## src/tef_pkg.sv

```systemverilog
// Package for the timer event flag and software event generation block.
// Assumes a 32-bit register port with one-cycle read latency.
package tef_pkg;
  localparam int NCH = 4;
  localparam int AW  = 8;
  localparam int CW  = 16;

  // Register offsets
  localparam logic [AW-1:0] ADDR_IER = 8'h0C;
  localparam logic [AW-1:0] ADDR_SR  = 8'h10;
  localparam logic [AW-1:0] ADDR_EGR = 8'h14;
  localparam logic [AW-1:0] ADDR_CFG = 8'h20;

  // Field positions, status register
  localparam int SR_UPD  = 0;
  localparam int SR_CC   = 1;
  localparam int SR_COM  = 5;
  localparam int SR_TRG  = 6;
  localparam int SR_BRK  = 7;
  localparam int SR_OVC  = 9;
  localparam int SR_W    = 13;
  // Field positions, event generation register
  localparam int EG_UPD  = 0;
  localparam int EG_CC   = 1;
  localparam int EG_COM  = 5;
  localparam int EG_TRG  = 6;
  localparam int EG_BRK  = 7;
  localparam int EG_W    = 8;
  // Config register: channel input mode bits 3:0, output enable at bit 8
  localparam int CFG_IN   = 0;
  localparam int CFG_MOE  = 8;

  localparam logic [SR_W-1:0] SR_RESET  = 13'h0000;
  localparam logic [SR_W-1:0] IER_RESET = 13'h0000;

  typedef struct packed {
    logic [AW-1:0] addr;
    logic [31:0]   wdata;
    logic          wr;
    logic          rd;
  } tef_req_s;

  typedef struct packed {
    logic           upd;
    logic [NCH-1:0] cc;
    logic           com;
    logic           trg;
    logic           brk;
  } tef_evt_s;
endpackage : tef_pkg

```

## src/tef_flag.sv

```systemverilog
// One sticky status flag: hardware set, software clear by writing zero.
// Assumes the write strobe is a single cycle.
`timescale 1ns/1ps
module tef_flag (
  // Clock and reset
  input  wire logic i_ref_clk,
  input  wire logic i_rst_n,
  // Control
  input  wire logic i_set,
  input  wire logic i_clr,
  // State
  output logic      o_flag
);
  typedef struct packed { logic f; } tef_flag_st_s;
  tef_flag_st_s st_q, st_d;

  always_comb begin
    st_d = st_q;
    if (i_clr) st_d.f = 1'b0;
    if (i_set) st_d.f = 1'b1; // Set beats clear
  end

  always_ff @(posedge i_ref_clk) begin
    if (!i_rst_n) st_q <= '0;
    else st_q <= st_d;
  end

  assign o_flag = st_q.f;

  set_wins_a: assert property (@(posedge i_ref_clk) disable iff (!i_rst_n)
    i_set |=> o_flag) else $error("flag lost its set");
  clr_works_a: assert property (@(posedge i_ref_clk) disable iff (!i_rst_n)
    (i_clr && !i_set) |=> !o_flag) else $error("flag not cleared");
endmodule // tef_flag

```

## src/tef_capture.sv

```systemverilog
// Capture register of one channel, loaded from the counter.
// Assumes the counter is on the same clock.
`timescale 1ns/1ps
module tef_capture #(
  parameter int W = 16
) (
  // Clock and reset
  input  wire logic         i_ref_clk,
  input  wire logic         i_rst_n,
  // Capture
  input  wire logic         i_load,
  input  wire logic [W-1:0] i_cnt,
  output logic      [W-1:0] o_val
);
  typedef struct packed { logic [W-1:0] v; } tef_cap_st_s;
  tef_cap_st_s st_q, st_d;

  always_comb begin
    st_d = st_q;
    if (i_load) st_d.v = i_cnt;
  end

  always_ff @(posedge i_ref_clk) begin
    if (!i_rst_n) st_q <= '0;
    else st_q <= st_d;
  end

  assign o_val = st_q.v;

  load_value_a: assert property (@(posedge i_ref_clk) disable iff (!i_rst_n)
    i_load |=> o_val == $past(i_cnt)) else $error("capture lost count");
endmodule // tef_capture

```

## src/tef_top.sv

```systemverilog
// Timer status flags and software event generation.
// Assumes counter, compare and capture sources sit on the same clock.
// Operation
// - In input mode a channel 1 capture sets the channel 1 event flag.
// - In output mode a channel 1 compare match sets the channel 1 event flag.
// - Flags are set only by hardware or generation events; writing zero clears, writing one keeps.
// - Every update event sets the update flag, which stays until cleared.
// - Break generate clears main output enable, sets the break flag, raises its request if enabled.
// - Trigger generate sets the trigger flag and raises its request if enabled.
// - Commutation generate commits the preloaded channel control bits; zero does nothing.
// - Channel 1 generate sets the channel 1 event flag and raises its request if enabled.
// - A generated capture on an input channel copies the counter to its capture register.
// - A generated capture on an input channel with its event flag already set sets the over-capture flag.
// - Generate bits 2 to 4 act for channels 2 to 4 as bit 1 does for channel 1.
// - Each generation bit is a pulse that returns to zero on its own.
// - A flag raises its interrupt request only while its enable bit is set.
//
// The plain strobed port is this design's own decision.
`timescale 1ns/1ps
module tef_top
  import tef_pkg::*;
#(
  parameter int NC = tef_pkg::NCH,
  parameter int CNTW = tef_pkg::CW
) (
  // Clock and reset
  input  wire logic                   i_ref_clk,
  input  wire logic                   i_rst_n,
  // Register port
  input  wire tef_pkg::tef_req_s      i_req,
  output logic [31:0]                 o_rdata,
  // Hardware events from the timer core
  input  wire tef_pkg::tef_evt_s      i_hw_evt,
  input  wire logic [CNTW-1:0]        i_cnt,
  // Generated events to the timer core
  output logic                        o_upd_gen,
  output logic                        o_com_commit,
  output logic                        o_trg_gen,
  output logic                        o_brk_gen,
  output logic [NC-1:0]               o_cc_gen,
  // Outputs
  output logic                        o_main_output_enable,
  output logic [NC*CNTW-1:0]          o_capture,
  output logic                        o_irq
);
  import tef_pkg::*;

  typedef struct packed {
    logic [SR_W-1:0] ier;
    logic [NC-1:0]   ch_in;
    logic            main_output_enable;
    logic [EG_W-1:0] egr;
    logic [31:0]     rdata;
  } tef_st_s;
  tef_st_s st_q, st_d;

  // Decoded write of one register
  function automatic logic wr_hit(input tef_req_s r, input logic [AW-1:0] a);
    return r.wr && (r.addr == a);
  endfunction

  logic [SR_W-1:0] sr_set, sr_clr, sr_q;
  logic [NC-1:0]   cc_set;

  // Generation pulses stand one cycle after the write, then drop
  wire logic [EG_W-1:0] eg = st_q.egr;

  always_comb begin
    st_d = st_q;
    st_d.egr = '0;
    if (wr_hit(i_req, ADDR_EGR)) st_d.egr = i_req.wdata[EG_W-1:0];
    if (wr_hit(i_req, ADDR_IER)) st_d.ier = i_req.wdata[SR_W-1:0];
    if (wr_hit(i_req, ADDR_CFG)) begin
      st_d.ch_in = i_req.wdata[CFG_IN +: NC];
      st_d.main_output_enable   = i_req.wdata[CFG_MOE];
    end
    if (eg[EG_BRK]) st_d.main_output_enable = 1'b0;
    st_d.rdata = '0;
    if (i_req.rd) begin
      case (i_req.addr)
        ADDR_IER: st_d.rdata = {{(32-SR_W){1'b0}}, st_q.ier};
        ADDR_SR:  st_d.rdata = {{(32-SR_W){1'b0}}, sr_q};
        ADDR_CFG: begin
          st_d.rdata[CFG_IN +: NC] = st_q.ch_in;
          st_d.rdata[CFG_MOE]      = st_q.main_output_enable;
        end
        default:  st_d.rdata = '0; // Write-only and unmapped read as zero
      endcase
    end
  end

  always_ff @(posedge i_ref_clk) begin
    if (!i_rst_n) begin
      st_q <= '0;
    end else begin
      st_q <= st_d;
    end
  end

  // Flag set sources
  always_comb begin
    sr_set = '0;
    cc_set = i_hw_evt.cc | eg[EG_CC +: NC];
    sr_set[SR_UPD] = i_hw_evt.upd | eg[EG_UPD];
    sr_set[SR_CC +: NC] = cc_set;
    sr_set[SR_COM] = i_hw_evt.com | eg[EG_COM];
    sr_set[SR_TRG] = i_hw_evt.trg | eg[EG_TRG];
    sr_set[SR_BRK] = i_hw_evt.brk | eg[EG_BRK];
    // Over-capture only for input channels whose flag was already up
    sr_set[SR_OVC +: NC] = cc_set & st_q.ch_in & sr_q[SR_CC +: NC];
  end

  // Zero written clears, one written keeps; reserved bits never set
  assign sr_clr = wr_hit(i_req, ADDR_SR) ? ~i_req.wdata[SR_W-1:0] : '0;

  genvar g;
  generate
    for (g = 0; g < SR_W; g++) begin : g_flag
      if (g == SR_BRK + 1) begin : g_rsv
        assign sr_q[g] = 1'b0;
      end else begin : g_live
        tef_flag u_flag (
          .i_ref_clk (i_ref_clk),
          .i_rst_n   (i_rst_n),
          .i_set     (sr_set[g]),
          .i_clr     (sr_clr[g]),
          .o_flag    (sr_q[g])
        );
      end
    end
    for (g = 0; g < NC; g++) begin : g_cap
      tef_capture #(.W(CNTW)) u_cap (
        .i_ref_clk (i_ref_clk),
        .i_rst_n   (i_rst_n),
        .i_load    (eg[EG_CC + g] & st_q.ch_in[g]),
        .i_cnt     (i_cnt),
        .o_val     (o_capture[g*CNTW +: CNTW])
      );
    end
  endgenerate

  assign o_irq = |(sr_q & st_q.ier);
  assign o_upd_gen    = eg[EG_UPD];
  assign o_com_commit = eg[EG_COM];
  assign o_trg_gen    = eg[EG_TRG];
  assign o_brk_gen    = eg[EG_BRK];
  assign o_cc_gen     = eg[EG_CC +: NC];
  assign o_main_output_enable = st_q.main_output_enable;
  assign o_rdata = st_q.rdata;

  // Checks
  egr_pulse_a: assert property (@(posedge i_ref_clk) disable iff (!i_rst_n)
    (|eg) && !wr_hit(i_req, ADDR_EGR) |=> eg == '0) else $error("pulse stuck");
  brk_effect_a: assert property (@(posedge i_ref_clk) disable iff (!i_rst_n)
    eg[EG_BRK] |=> !o_main_output_enable && sr_q[SR_BRK]) else $error("break failed");
  trg_flag_a: assert property (@(posedge i_ref_clk) disable iff (!i_rst_n)
    eg[EG_TRG] |=> sr_q[SR_TRG]) else $error("trigger flag missing");
  cc1_gen_a: assert property (@(posedge i_ref_clk) disable iff (!i_rst_n)
    eg[EG_CC] |=> sr_q[SR_CC]) else $error("ch1 flag missing");
  hw_cc1_a: assert property (@(posedge i_ref_clk) disable iff (!i_rst_n)
    i_hw_evt.cc[0] |=> sr_q[SR_CC]) else $error("ch1 capture/compare lost");
  upd_flag_a: assert property (@(posedge i_ref_clk) disable iff (!i_rst_n)
    i_hw_evt.upd |=> sr_q[SR_UPD]) else $error("update flag missing");
  ovc_flag_a: assert property (@(posedge i_ref_clk) disable iff (!i_rst_n)
    eg[EG_CC] && st_q.ch_in[0] && sr_q[SR_CC] |=> sr_q[SR_OVC])
    else $error("overcapture missing");
  write_one_a: assert property (@(posedge i_ref_clk) disable iff (!i_rst_n)
    wr_hit(i_req, ADDR_SR) && i_req.wdata[SR_UPD] && sr_q[SR_UPD] |=> sr_q[SR_UPD])
    else $error("write one cleared flag");
  irq_gate_a: assert property (@(posedge i_ref_clk) disable iff (!i_rst_n)
    o_irq |-> |(sr_q & st_q.ier)) else $error("irq without enable");
  com_once_a: assert property (@(posedge i_ref_clk) disable iff (!i_rst_n)
    wr_hit(i_req, ADDR_EGR) && !i_req.wdata[EG_COM] |=> !o_com_commit)
    else $error("commit without one");
  brk_cov: cover property (@(posedge i_ref_clk) eg[EG_BRK]);
  ovc_cov: cover property (@(posedge i_ref_clk) sr_set[SR_OVC]);
  race_cov: cover property (@(posedge i_ref_clk) sr_set[SR_UPD] && sr_clr[SR_UPD]);
  com_cov: cover property (@(posedge i_ref_clk) eg[EG_COM]);
  cap_cov: cover property (@(posedge i_ref_clk) eg[EG_CC] && st_q.ch_in[0]);

  // Write data fields sampled by the checks below
  wire logic [EG_W-1:0] chk_eg_wdata  = i_req.wdata[EG_W-1:0];
  wire logic [SR_W-1:0] chk_ier_wdata = i_req.wdata[SR_W-1:0];
  wire logic            chk_moe_wdata = i_req.wdata[CFG_MOE];

  // Reset leaves every output quiet
  rst_state_a: assert property (@(posedge i_ref_clk)
    !i_rst_n |=> eg == '0 && !o_main_output_enable && o_rdata == '0 && sr_q == '0 && !o_irq)
    else $error("state not cleared by reset");

  // Generation register takes exactly what was written
  egr_load_a: assert property (@(posedge i_ref_clk) disable iff (!i_rst_n)
    wr_hit(i_req, ADDR_EGR) |=> eg == $past(chk_eg_wdata))
    else $error("generation pulse differs from write");

  upd_gen_a: assert property (@(posedge i_ref_clk) disable iff (!i_rst_n)
    eg[EG_UPD] |=> sr_q[SR_UPD])
    else $error("generated update lost");

  com_flag_a: assert property (@(posedge i_ref_clk) disable iff (!i_rst_n)
    eg[EG_COM] |=> sr_q[SR_COM])
    else $error("commutation flag missing");

  trg_hw_a: assert property (@(posedge i_ref_clk) disable iff (!i_rst_n)
    i_hw_evt.trg |=> sr_q[SR_TRG])
    else $error("hardware trigger lost");

  brk_hw_a: assert property (@(posedge i_ref_clk) disable iff (!i_rst_n)
    i_hw_evt.brk |=> sr_q[SR_BRK])
    else $error("hardware break lost");

  // No request without an enabled flag behind it
  irq_low_a: assert property (@(posedge i_ref_clk) disable iff (!i_rst_n)
    (sr_q & st_q.ier) == '0 |-> !o_irq)
    else $error("request without enabled flag");

  moe_keep_a: assert property (@(posedge i_ref_clk) disable iff (!i_rst_n)
    !eg[EG_BRK] && !wr_hit(i_req, ADDR_CFG) |=> $stable(o_main_output_enable))
    else $error("output enable moved by itself");

  // Break beats a same-cycle config write
  moe_write_a: assert property (@(posedge i_ref_clk) disable iff (!i_rst_n)
    wr_hit(i_req, ADDR_CFG) && !eg[EG_BRK] |=> o_main_output_enable == $past(chk_moe_wdata))
    else $error("output enable write lost");

  ier_write_a: assert property (@(posedge i_ref_clk) disable iff (!i_rst_n)
    wr_hit(i_req, ADDR_IER) |=> st_q.ier == $past(chk_ier_wdata))
    else $error("enable write lost");

  // Read data stands only in the cycle after the strobe
  rdata_idle_a: assert property (@(posedge i_ref_clk) disable iff (!i_rst_n)
    !i_req.rd |=> o_rdata == '0)
    else $error("read data without strobe");

  rdata_sr_a: assert property (@(posedge i_ref_clk) disable iff (!i_rst_n)
    i_req.rd && i_req.addr == ADDR_SR |=> o_rdata == {{(32-SR_W){1'b0}}, $past(sr_q)})
    else $error("status read wrong");

  rdata_egr_a: assert property (@(posedge i_ref_clk) disable iff (!i_rst_n)
    i_req.rd && i_req.addr == ADDR_EGR |=> o_rdata == '0)
    else $error("generation register readable");

  rdata_cfg_a: assert property (@(posedge i_ref_clk) disable iff (!i_rst_n)
    i_req.rd && i_req.addr == ADDR_CFG |=> o_rdata[CFG_MOE] == $past(o_main_output_enable))
    else $error("config read wrong");

  // Per channel event, over-capture and capture checks
  generate
    for (g = 0; g < NC; g++) begin : g_ch_chk
      cc_gen_set_a: assert property (@(posedge i_ref_clk) disable iff (!i_rst_n)
        eg[EG_CC + g] |=> sr_q[SR_CC + g])
        else $error("generated channel event lost");

      cc_hw_set_a: assert property (@(posedge i_ref_clk) disable iff (!i_rst_n)
        i_hw_evt.cc[g] |=> sr_q[SR_CC + g])
        else $error("hardware channel event lost");

      ovc_set_a: assert property (@(posedge i_ref_clk) disable iff (!i_rst_n)
        eg[EG_CC + g] && st_q.ch_in[g] && sr_q[SR_CC + g] |=> sr_q[SR_OVC + g])
        else $error("channel overcapture missing");

      // Output channels never over-capture
      ovc_out_a: assert property (@(posedge i_ref_clk) disable iff (!i_rst_n)
        !st_q.ch_in[g] && !sr_q[SR_OVC + g] |=> !sr_q[SR_OVC + g])
        else $error("overcapture on output channel");

      cap_load_a: assert property (@(posedge i_ref_clk) disable iff (!i_rst_n)
        eg[EG_CC + g] && st_q.ch_in[g] |=> o_capture[g*CNTW +: CNTW] == $past(i_cnt))
        else $error("channel capture lost count");

      cap_hold_a: assert property (@(posedge i_ref_clk) disable iff (!i_rst_n)
        !(eg[EG_CC + g] && st_q.ch_in[g]) |=> $stable(o_capture[g*CNTW +: CNTW]))
        else $error("capture changed without event");
    end
  endgenerate

  // Per flag set, clear and request checks; reserved bit skipped
  generate
    for (g = 0; g < SR_W; g++) begin : g_flag_chk
      if (g != SR_BRK + 1) begin : g_live_chk
        flag_clear_a: assert property (@(posedge i_ref_clk) disable iff (!i_rst_n)
          wr_hit(i_req, ADDR_SR) && !i_req.wdata[g] && !sr_set[g] |=> !sr_q[g])
          else $error("zero write did not clear");

        flag_keep_a: assert property (@(posedge i_ref_clk) disable iff (!i_rst_n)
          sr_q[g] && !(wr_hit(i_req, ADDR_SR) && !i_req.wdata[g]) |=> sr_q[g])
          else $error("flag dropped without clear");

        // A status register write can never set a flag
        flag_hold_a: assert property (@(posedge i_ref_clk) disable iff (!i_rst_n)
          !sr_q[g] && !sr_set[g] |=> !sr_q[g])
          else $error("flag set without event");

        irq_bit_a: assert property (@(posedge i_ref_clk) disable iff (!i_rst_n)
          sr_q[g] && st_q.ier[g] |-> o_irq)
          else $error("enabled flag gave no request");
      end
    end
  endgenerate
endmodule // tef_top

```

## config.mk

```make
export PLATFORM = sky130hd
export DESIGN_NAME = tef_top
export DESIGN_NICKNAME = d
export VERILOG_FILES = /design/src/tef_pkg.sv /design/src/tef_flag.sv /design/src/tef_capture.sv /design/src/tef_top.sv
export SDC_FILE = /design/constraint.sdc
export NUM_CORES = 1
export LEC_CHECK = 0
export CORE_MARGIN = 2
export CORE_UTILIZATION = 35
export CTS_BUF_LIST = sky130_fd_sc_hd__clkbuf_4 sky130_fd_sc_hd__clkbuf_8 sky130_fd_sc_hd__clkbuf_16
export CTS_CLUSTER_DIAMETER = 200
export DETAILED_ROUTE_END_ITERATION = 8
export DONT_BUFFER_PORTS = 1
export HOLD_SLACK_MARGIN = 0.08
export PLACE_DENSITY = 0.58
export SETUP_SLACK_MARGIN = 0.2
export SYNTH_ARGS = -nofsm -noshare
export SYNTH_HDL_FRONTEND = slang
export SYNTH_SLANG_ARGS = --single-unit
```

## constraint.sdc

```tcl
create_clock -name i_ref_clk -period 1.3 [get_ports i_ref_clk]
set_input_delay 0.065 -clock i_ref_clk [delete_from_list [all_inputs] [get_ports i_ref_clk]]
set_output_delay 0.065 -clock i_ref_clk [all_outputs]
set_load 0.02 [all_outputs]
```

# After elaboration in Yosys (flattened, before gate mapping)

Cells that the tools add are included.

Reductions and logical operators: 20
Eq/ne operators: 4
Bitwise gates (word level): 14
Mux-type cells: 29

Operator list:

| operator                                       | number |
|---|---|
| 2-to-1 mux 1 bit                               | 24 |
| nonzero test 2 bit                             | 12 |
| == test 8 x 5 -> 1 bit (second input constant) | 2 |
| case mux 4 bit (2 select lines)                | 2 |
| bitwise AND 13 bit                             | 1 |
| 2-to-1 mux 13 bit                              | 1 |
| inverter 13 bit                                | 1 |
| OR reduction 13 bit                            | 1 |
| case mux 4 bit (3 select lines)                | 1 |
| bitwise AND 4 bit                              | 2 |
| == test 8 x 4 -> 1 bit (second input constant) | 1 |
| == test 8 x 6 -> 1 bit (second input constant) | 1 |
| bitwise AND 1 bit                              | 4 |
| logical AND 1 bit                              | 4 |
| bitwise OR 1 bit                               | 4 |
| bitwise OR 4 bit                               | 1 |
| AND reduction 2 bit                            | 2 |
| case mux 1 bit (2 select lines)                | 1 |
| OR reduction 2 bit                             | 1 |
| inverter 1 bit                                 | 1 |

Register bits after elaboration: 134
Bits of input ports: 68
Output and inout port bits: 106
Word-level logic and storage cells: 88

# Longest topological paths before layout

Depth after elaboration: 5
Gate-level depth with buffers: 5
Depth with buffers taken out: 3

# Hierarchy

From an unflattened synthesis, not the netlist that was laid out.

Cells, all modules: 465
Area, all modules: 4942.2 sq um

Modules (own cells, without submodules):

| module      | sequential area each (sq um) | times used | cells each | area each (sq um) |
|---|---|---|---|---|
| tef_capture | 320.3                        | 4          | 51         | 615.6 |
| tef_top     | 780.7                        | 1          | 225        | 1984.4 |
| tef_flag    | 20.0                         | 12         | 3          | 41.3 |

# Worst setup path before layout

Ideal clock, no wire load.

Path type: in2reg
Start point: input port i_req[39] in the netlist's numbering
End point: register g_flag[10].g_live.u_flag.st_q
Setup slack: -0.033 ns
Library setup time: 0.127 ns
Buffers on the path: 2
Cell stages on the path: 5
Data required time: 1.173 ns
Arrival time: 1.206 ns
Path through: or4b_1 > buf_2 > buf_2 > nor4_1 > o21ai_0

Longest elaborated chain between the ends: 4

RTL lines:

| element                      | RTL line       | source |
|---|---|---|
| start, declared              | tef_top.sv:30  | `input wire tef_pkg::tef_req_s i_req,` |
| == test 8 x 5 -> 1 bit       | tef_top.sv:59  | `return r.wr && (r.addr == a);` |
| logical AND 1 bit            | tef_top.sv:59  |  |
| 2-to-1 mux 13 bit            | tef_top.sv:114 | `assign sr_clr = wr_hit(i_req, ADDR_SR) ? ~i_req.wdata[SR_W-1:0] : '0;` |
| nonzero test 2 bit (no line) | n/a            |  |
| end signal, assigned         | tef_flag.sv:25 | `else st_q <= st_d;` |
| end, declared                | tef_flag.sv:15 | `tef_flag_st_s st_q, st_d;` |

No other way between the ends.
A chain may end at the register's enable or synchronous reset.

# Final worst setup path

Start point: register st_q[52] in the netlist's numbering
End point: output port o_irq

Longest elaborated chain between the ends: 2

RTL lines:

| element                | RTL line       | source |
|---|---|---|
| start, declared        | tef_top.sv:55  | `tef_st_s st_q, st_d;` |
| start signal, assigned | tef_top.sv:96  | `st_q <= st_d;` |
| bitwise AND 13 bit     | tef_top.sv:142 | `assign o_irq = \|(sr_q & st_q.ier);` |
| OR reduction 13 bit    | tef_top.sv:142 |  |
| end, declared          | tef_top.sv:44  | `output logic o_irq` |

No other way between the ends.

==> out/qor.txt <==
run status: finished with violations
violations in the final reports: negative hold slack, negative setup slack
HPWL after detailed placement: 9.00 mm
largest net degree at the start of global routing: 115
Post-Layout Cell Count: 755
chip height: 120 µm
Crit. End Element: primary output
commonest cells after routing, fill and taps aside: nand2_1 (166), dfxtp_1 (102), a21boi_0 (56), dlygate4sd3_1 (36), buf_4 (20)
Inserted Diodes: 0
Congestion Overflow GR: 0
largest fanout on the critical path: 2
post-CTS clock slew at the launch and capture registers of the worst setup and hold paths: 0.05 ns
number of cells produced by synthesis: 525
die boundary width: 120 µm
worst hold-check slack: -0.209 ns
clock sink total: 115
#FFs+latches synth: 115
fraction of met1 tracks used by global routing: 0.236
number of DRC violations after detailed routing: 0
total power consumption of the routed design: 8.83 mW
origin of the worst min-delay path: i_rst_n
Avg Vias per Cell: 5.10
endpoint arrival time on the critical path: 1.41 ns
most common cell after layout, fill and taps aside: nand2_1
wire length per cell after detailed routing: 18.0 µm
Via Count: 3,854
Clock Skews: 0.00677 ns
multi-input combinational cell area: 2130 µm²
crit-path cells: a22o_1, a221oi_2, nand3_2
Hold Violations, Final: 94
post-placement cell count: 678
share of synthesized area spent on multiplexers: 0.0383
core area: 13,200 µm²
netlist area before placement: 4700 µm²
startpoint of the worst register-to-register path: st_q[42]
main combinational cell family by area after synthesis: simple AND/OR/NAND/NOR gates
Synth Area in Adders: 0
unrepaired setup endpoints after global routing: yes
total routing resource utilization after global routing: 0.191
Post-synth EDFFs: 0
final setup margin: -0.173 ns
drt first pass iters: 5
remaining number of nets flagged by the antenna check after routing: 0
layer carrying the most global-route usage: met2
met2 Track Usage GR: 0.291
share of layout cells above drive strength 1: 0.173
clock tree from TritonCTS: done
number of nets in the finished design: 634
cell at the root of the clock tree: clkbuf_16
data required time at the worst endpoint: 1.24 ns
DIE AREA: 14,400 µm²
final critical path time including I/O delays and setup: 1.47 ns
wire length of the first global-routing pass: 20.8 mm
number of buffers created by CTS: 17
f_max: 679 MHz
count of input and output buffers: 0
max-slew violation count: 0
crit path launch: st_q[52]
area taken by flip-flops and latches: 2320 µm²
count of max-cap constraint violations: 0
count of final setup violators: 1
kind of start point of the critical path: flop
Netlist cell types: 36
clock tree buffer depth: 2
path category of the worst min-delay check: input pin to flop
number of inserted filler cells in the final layout: 1,239
Final Cycle Share: 1.13
antenna violations before repair: 0
Clock Latency Late Sink: 0.41 ns
Max IR drop VDD: 0.000809 V
pwr/cell area: 1460 nW/µm²
standard cell with the maximum stage delay on the critical path: dfxtp_2
basic-gate share of the synthesized area counting and, or, nand and nor cells: 0.205
share of the core filled with cells in the final layout: 0.459
sum of routed wire length over all layers: 13.6 mm
GR Util met3: 0.0699
via count of the first global-routing pass: 3,822
total of warnings raised by yosys: 0
post-synthesis compound-gate area fraction: 0.181
xor/xnor cell area share of the yosys netlist: 0
crit path kind: flop to primary output
commonest register cell after synthesis: dfxtp_1
DRC violation total after the first TritonRoute iteration: 233
Post-synth ARST share: 0
crit path buf inv count: 0
final weighted congestion of routability-driven global placement: 0.820
Cell Rows: 42
I/O pin cnt: 174
crit-path leading delay family: compound AO/OA/AOI/OAI gates
post-synthesis area per instance: 8.96 µm²
Initial Utilization: 0.356
sequential area share after synthesis: 0.490
Place WS: -0.00743 ns
leakage power: 2.23 nW
relative area change from synthesis to final layout: 28.7%
peak per-stage delay on the critical path: 0.32 ns
number of levels the H-tree was split into: 4
## cell usage after synthesis, types with 2 or more instances
cell type,number,area (µm²)
a21boi_0,64,480
a21oi_1,8,40.0
a221oi_1,3,26.3
a22o_1,9,78.8
a22o_2,10,100
and2_1,12,75.1
buf_2,4,20.0
buf_4,36,270
clkbuf_1,26,97.6
dfxtp_1,115,2300
mux2i_1,18,180
nand2_1,166,623
nand3b_1,3,22.5
nor2_1,2,7.51
nor4_1,14,87.6
o2111ai_1,4,35.0
o21ai_0,4,20.0
o31ai_1,8,60.1
or4b_1,2,20.0
## logic make-up after synthesis
kind of cell           count (synthesis)
flip-flops                           115
AO/OA/AOI/OAI                        111
multiplexers                          18
buffers and inverters                 68
other                                  1
AND/OR/NAND/NOR                      212
## metrics by stage
step	TNS, ns	area, µm²
floorplan	-0.00812	4840
global placement	-0.0170	4880
detailed placement	-0.0260	4880
CTS	-1.99	5960
global route	-0.227	6050
finish	-0.173	6050
## where the power goes
| group | internal, mW | switching [mW] | total (mW) |
|---|---|---|---|
| registers | 3.55 | 0.0220 | 3.57 |
| clock network | 3.35 | 1.59 | 4.94 |
| logic | 0.151 | 0.166 | 0.317 |
| total | 7.05 | 1.78 | 8.83 |
## timing repair
item	4_1_cts	5_1_grt
hold buffers	39	1
setup endpoints to repair	12	51
buffers inserted	2	2
hold endpoints to repair	109	94
cloned	0	1
pin swaps	4	4
resized for setup	17	22
## path summary, 6_finish.rpt
| path | slack [ns] | to | depth (start not counted) |
|---|---|---|---|
| setup / recovery | -0.17 | o_irq | 3 |
| hold / removal | -0.21 | g_flag[1].g_live.u_flag.o_flag | 2 |
| setup reg to reg | 0.25 | g_cap[1].u_cap.o_val[8] | 4 |
| hold reg to reg | 0.47 | st_q[53] | 2 |
## cell type report
type	count	area share
Sequential cell	115	0.383
Multi-Input combinational cell	360	0.351
Timing Repair Buffer	71	0.124
Clock buffer	22	0.0786
Tap cell	176	0.0364
Clock inverter	10	0.0256
Inverter	1	0.000620
## flip-flops by register name, indices dropped and copies added, names as in the netlist
signal and count:
st_q 17, o_main_output_enable 1, g_flag.g_live.u_flag.o_flag 12, o_rdata 13, eg 8, g_cap.u_cap.o_val 64
## worst reg2reg max path: stages (launching register included)
cell and delay [ns]:
dfxtp_2 0.38, and2_1 0.19, buf_12 0.16, nand2_1 0.07
a21boi_0 0.18
## per-layer routing
| layer | vias to the layer above | wire length, µm |
|---|---|---|
| li1 | 1829 | - |
| met1 | 1858 | 5780 |
| met2 | 130 | 6380 |
| met3 | 37 | 948 |
| met4 | 0 | 470 |
| met5 | - | 0 |
Note: power is estimated with default switching activity, not from simulation.
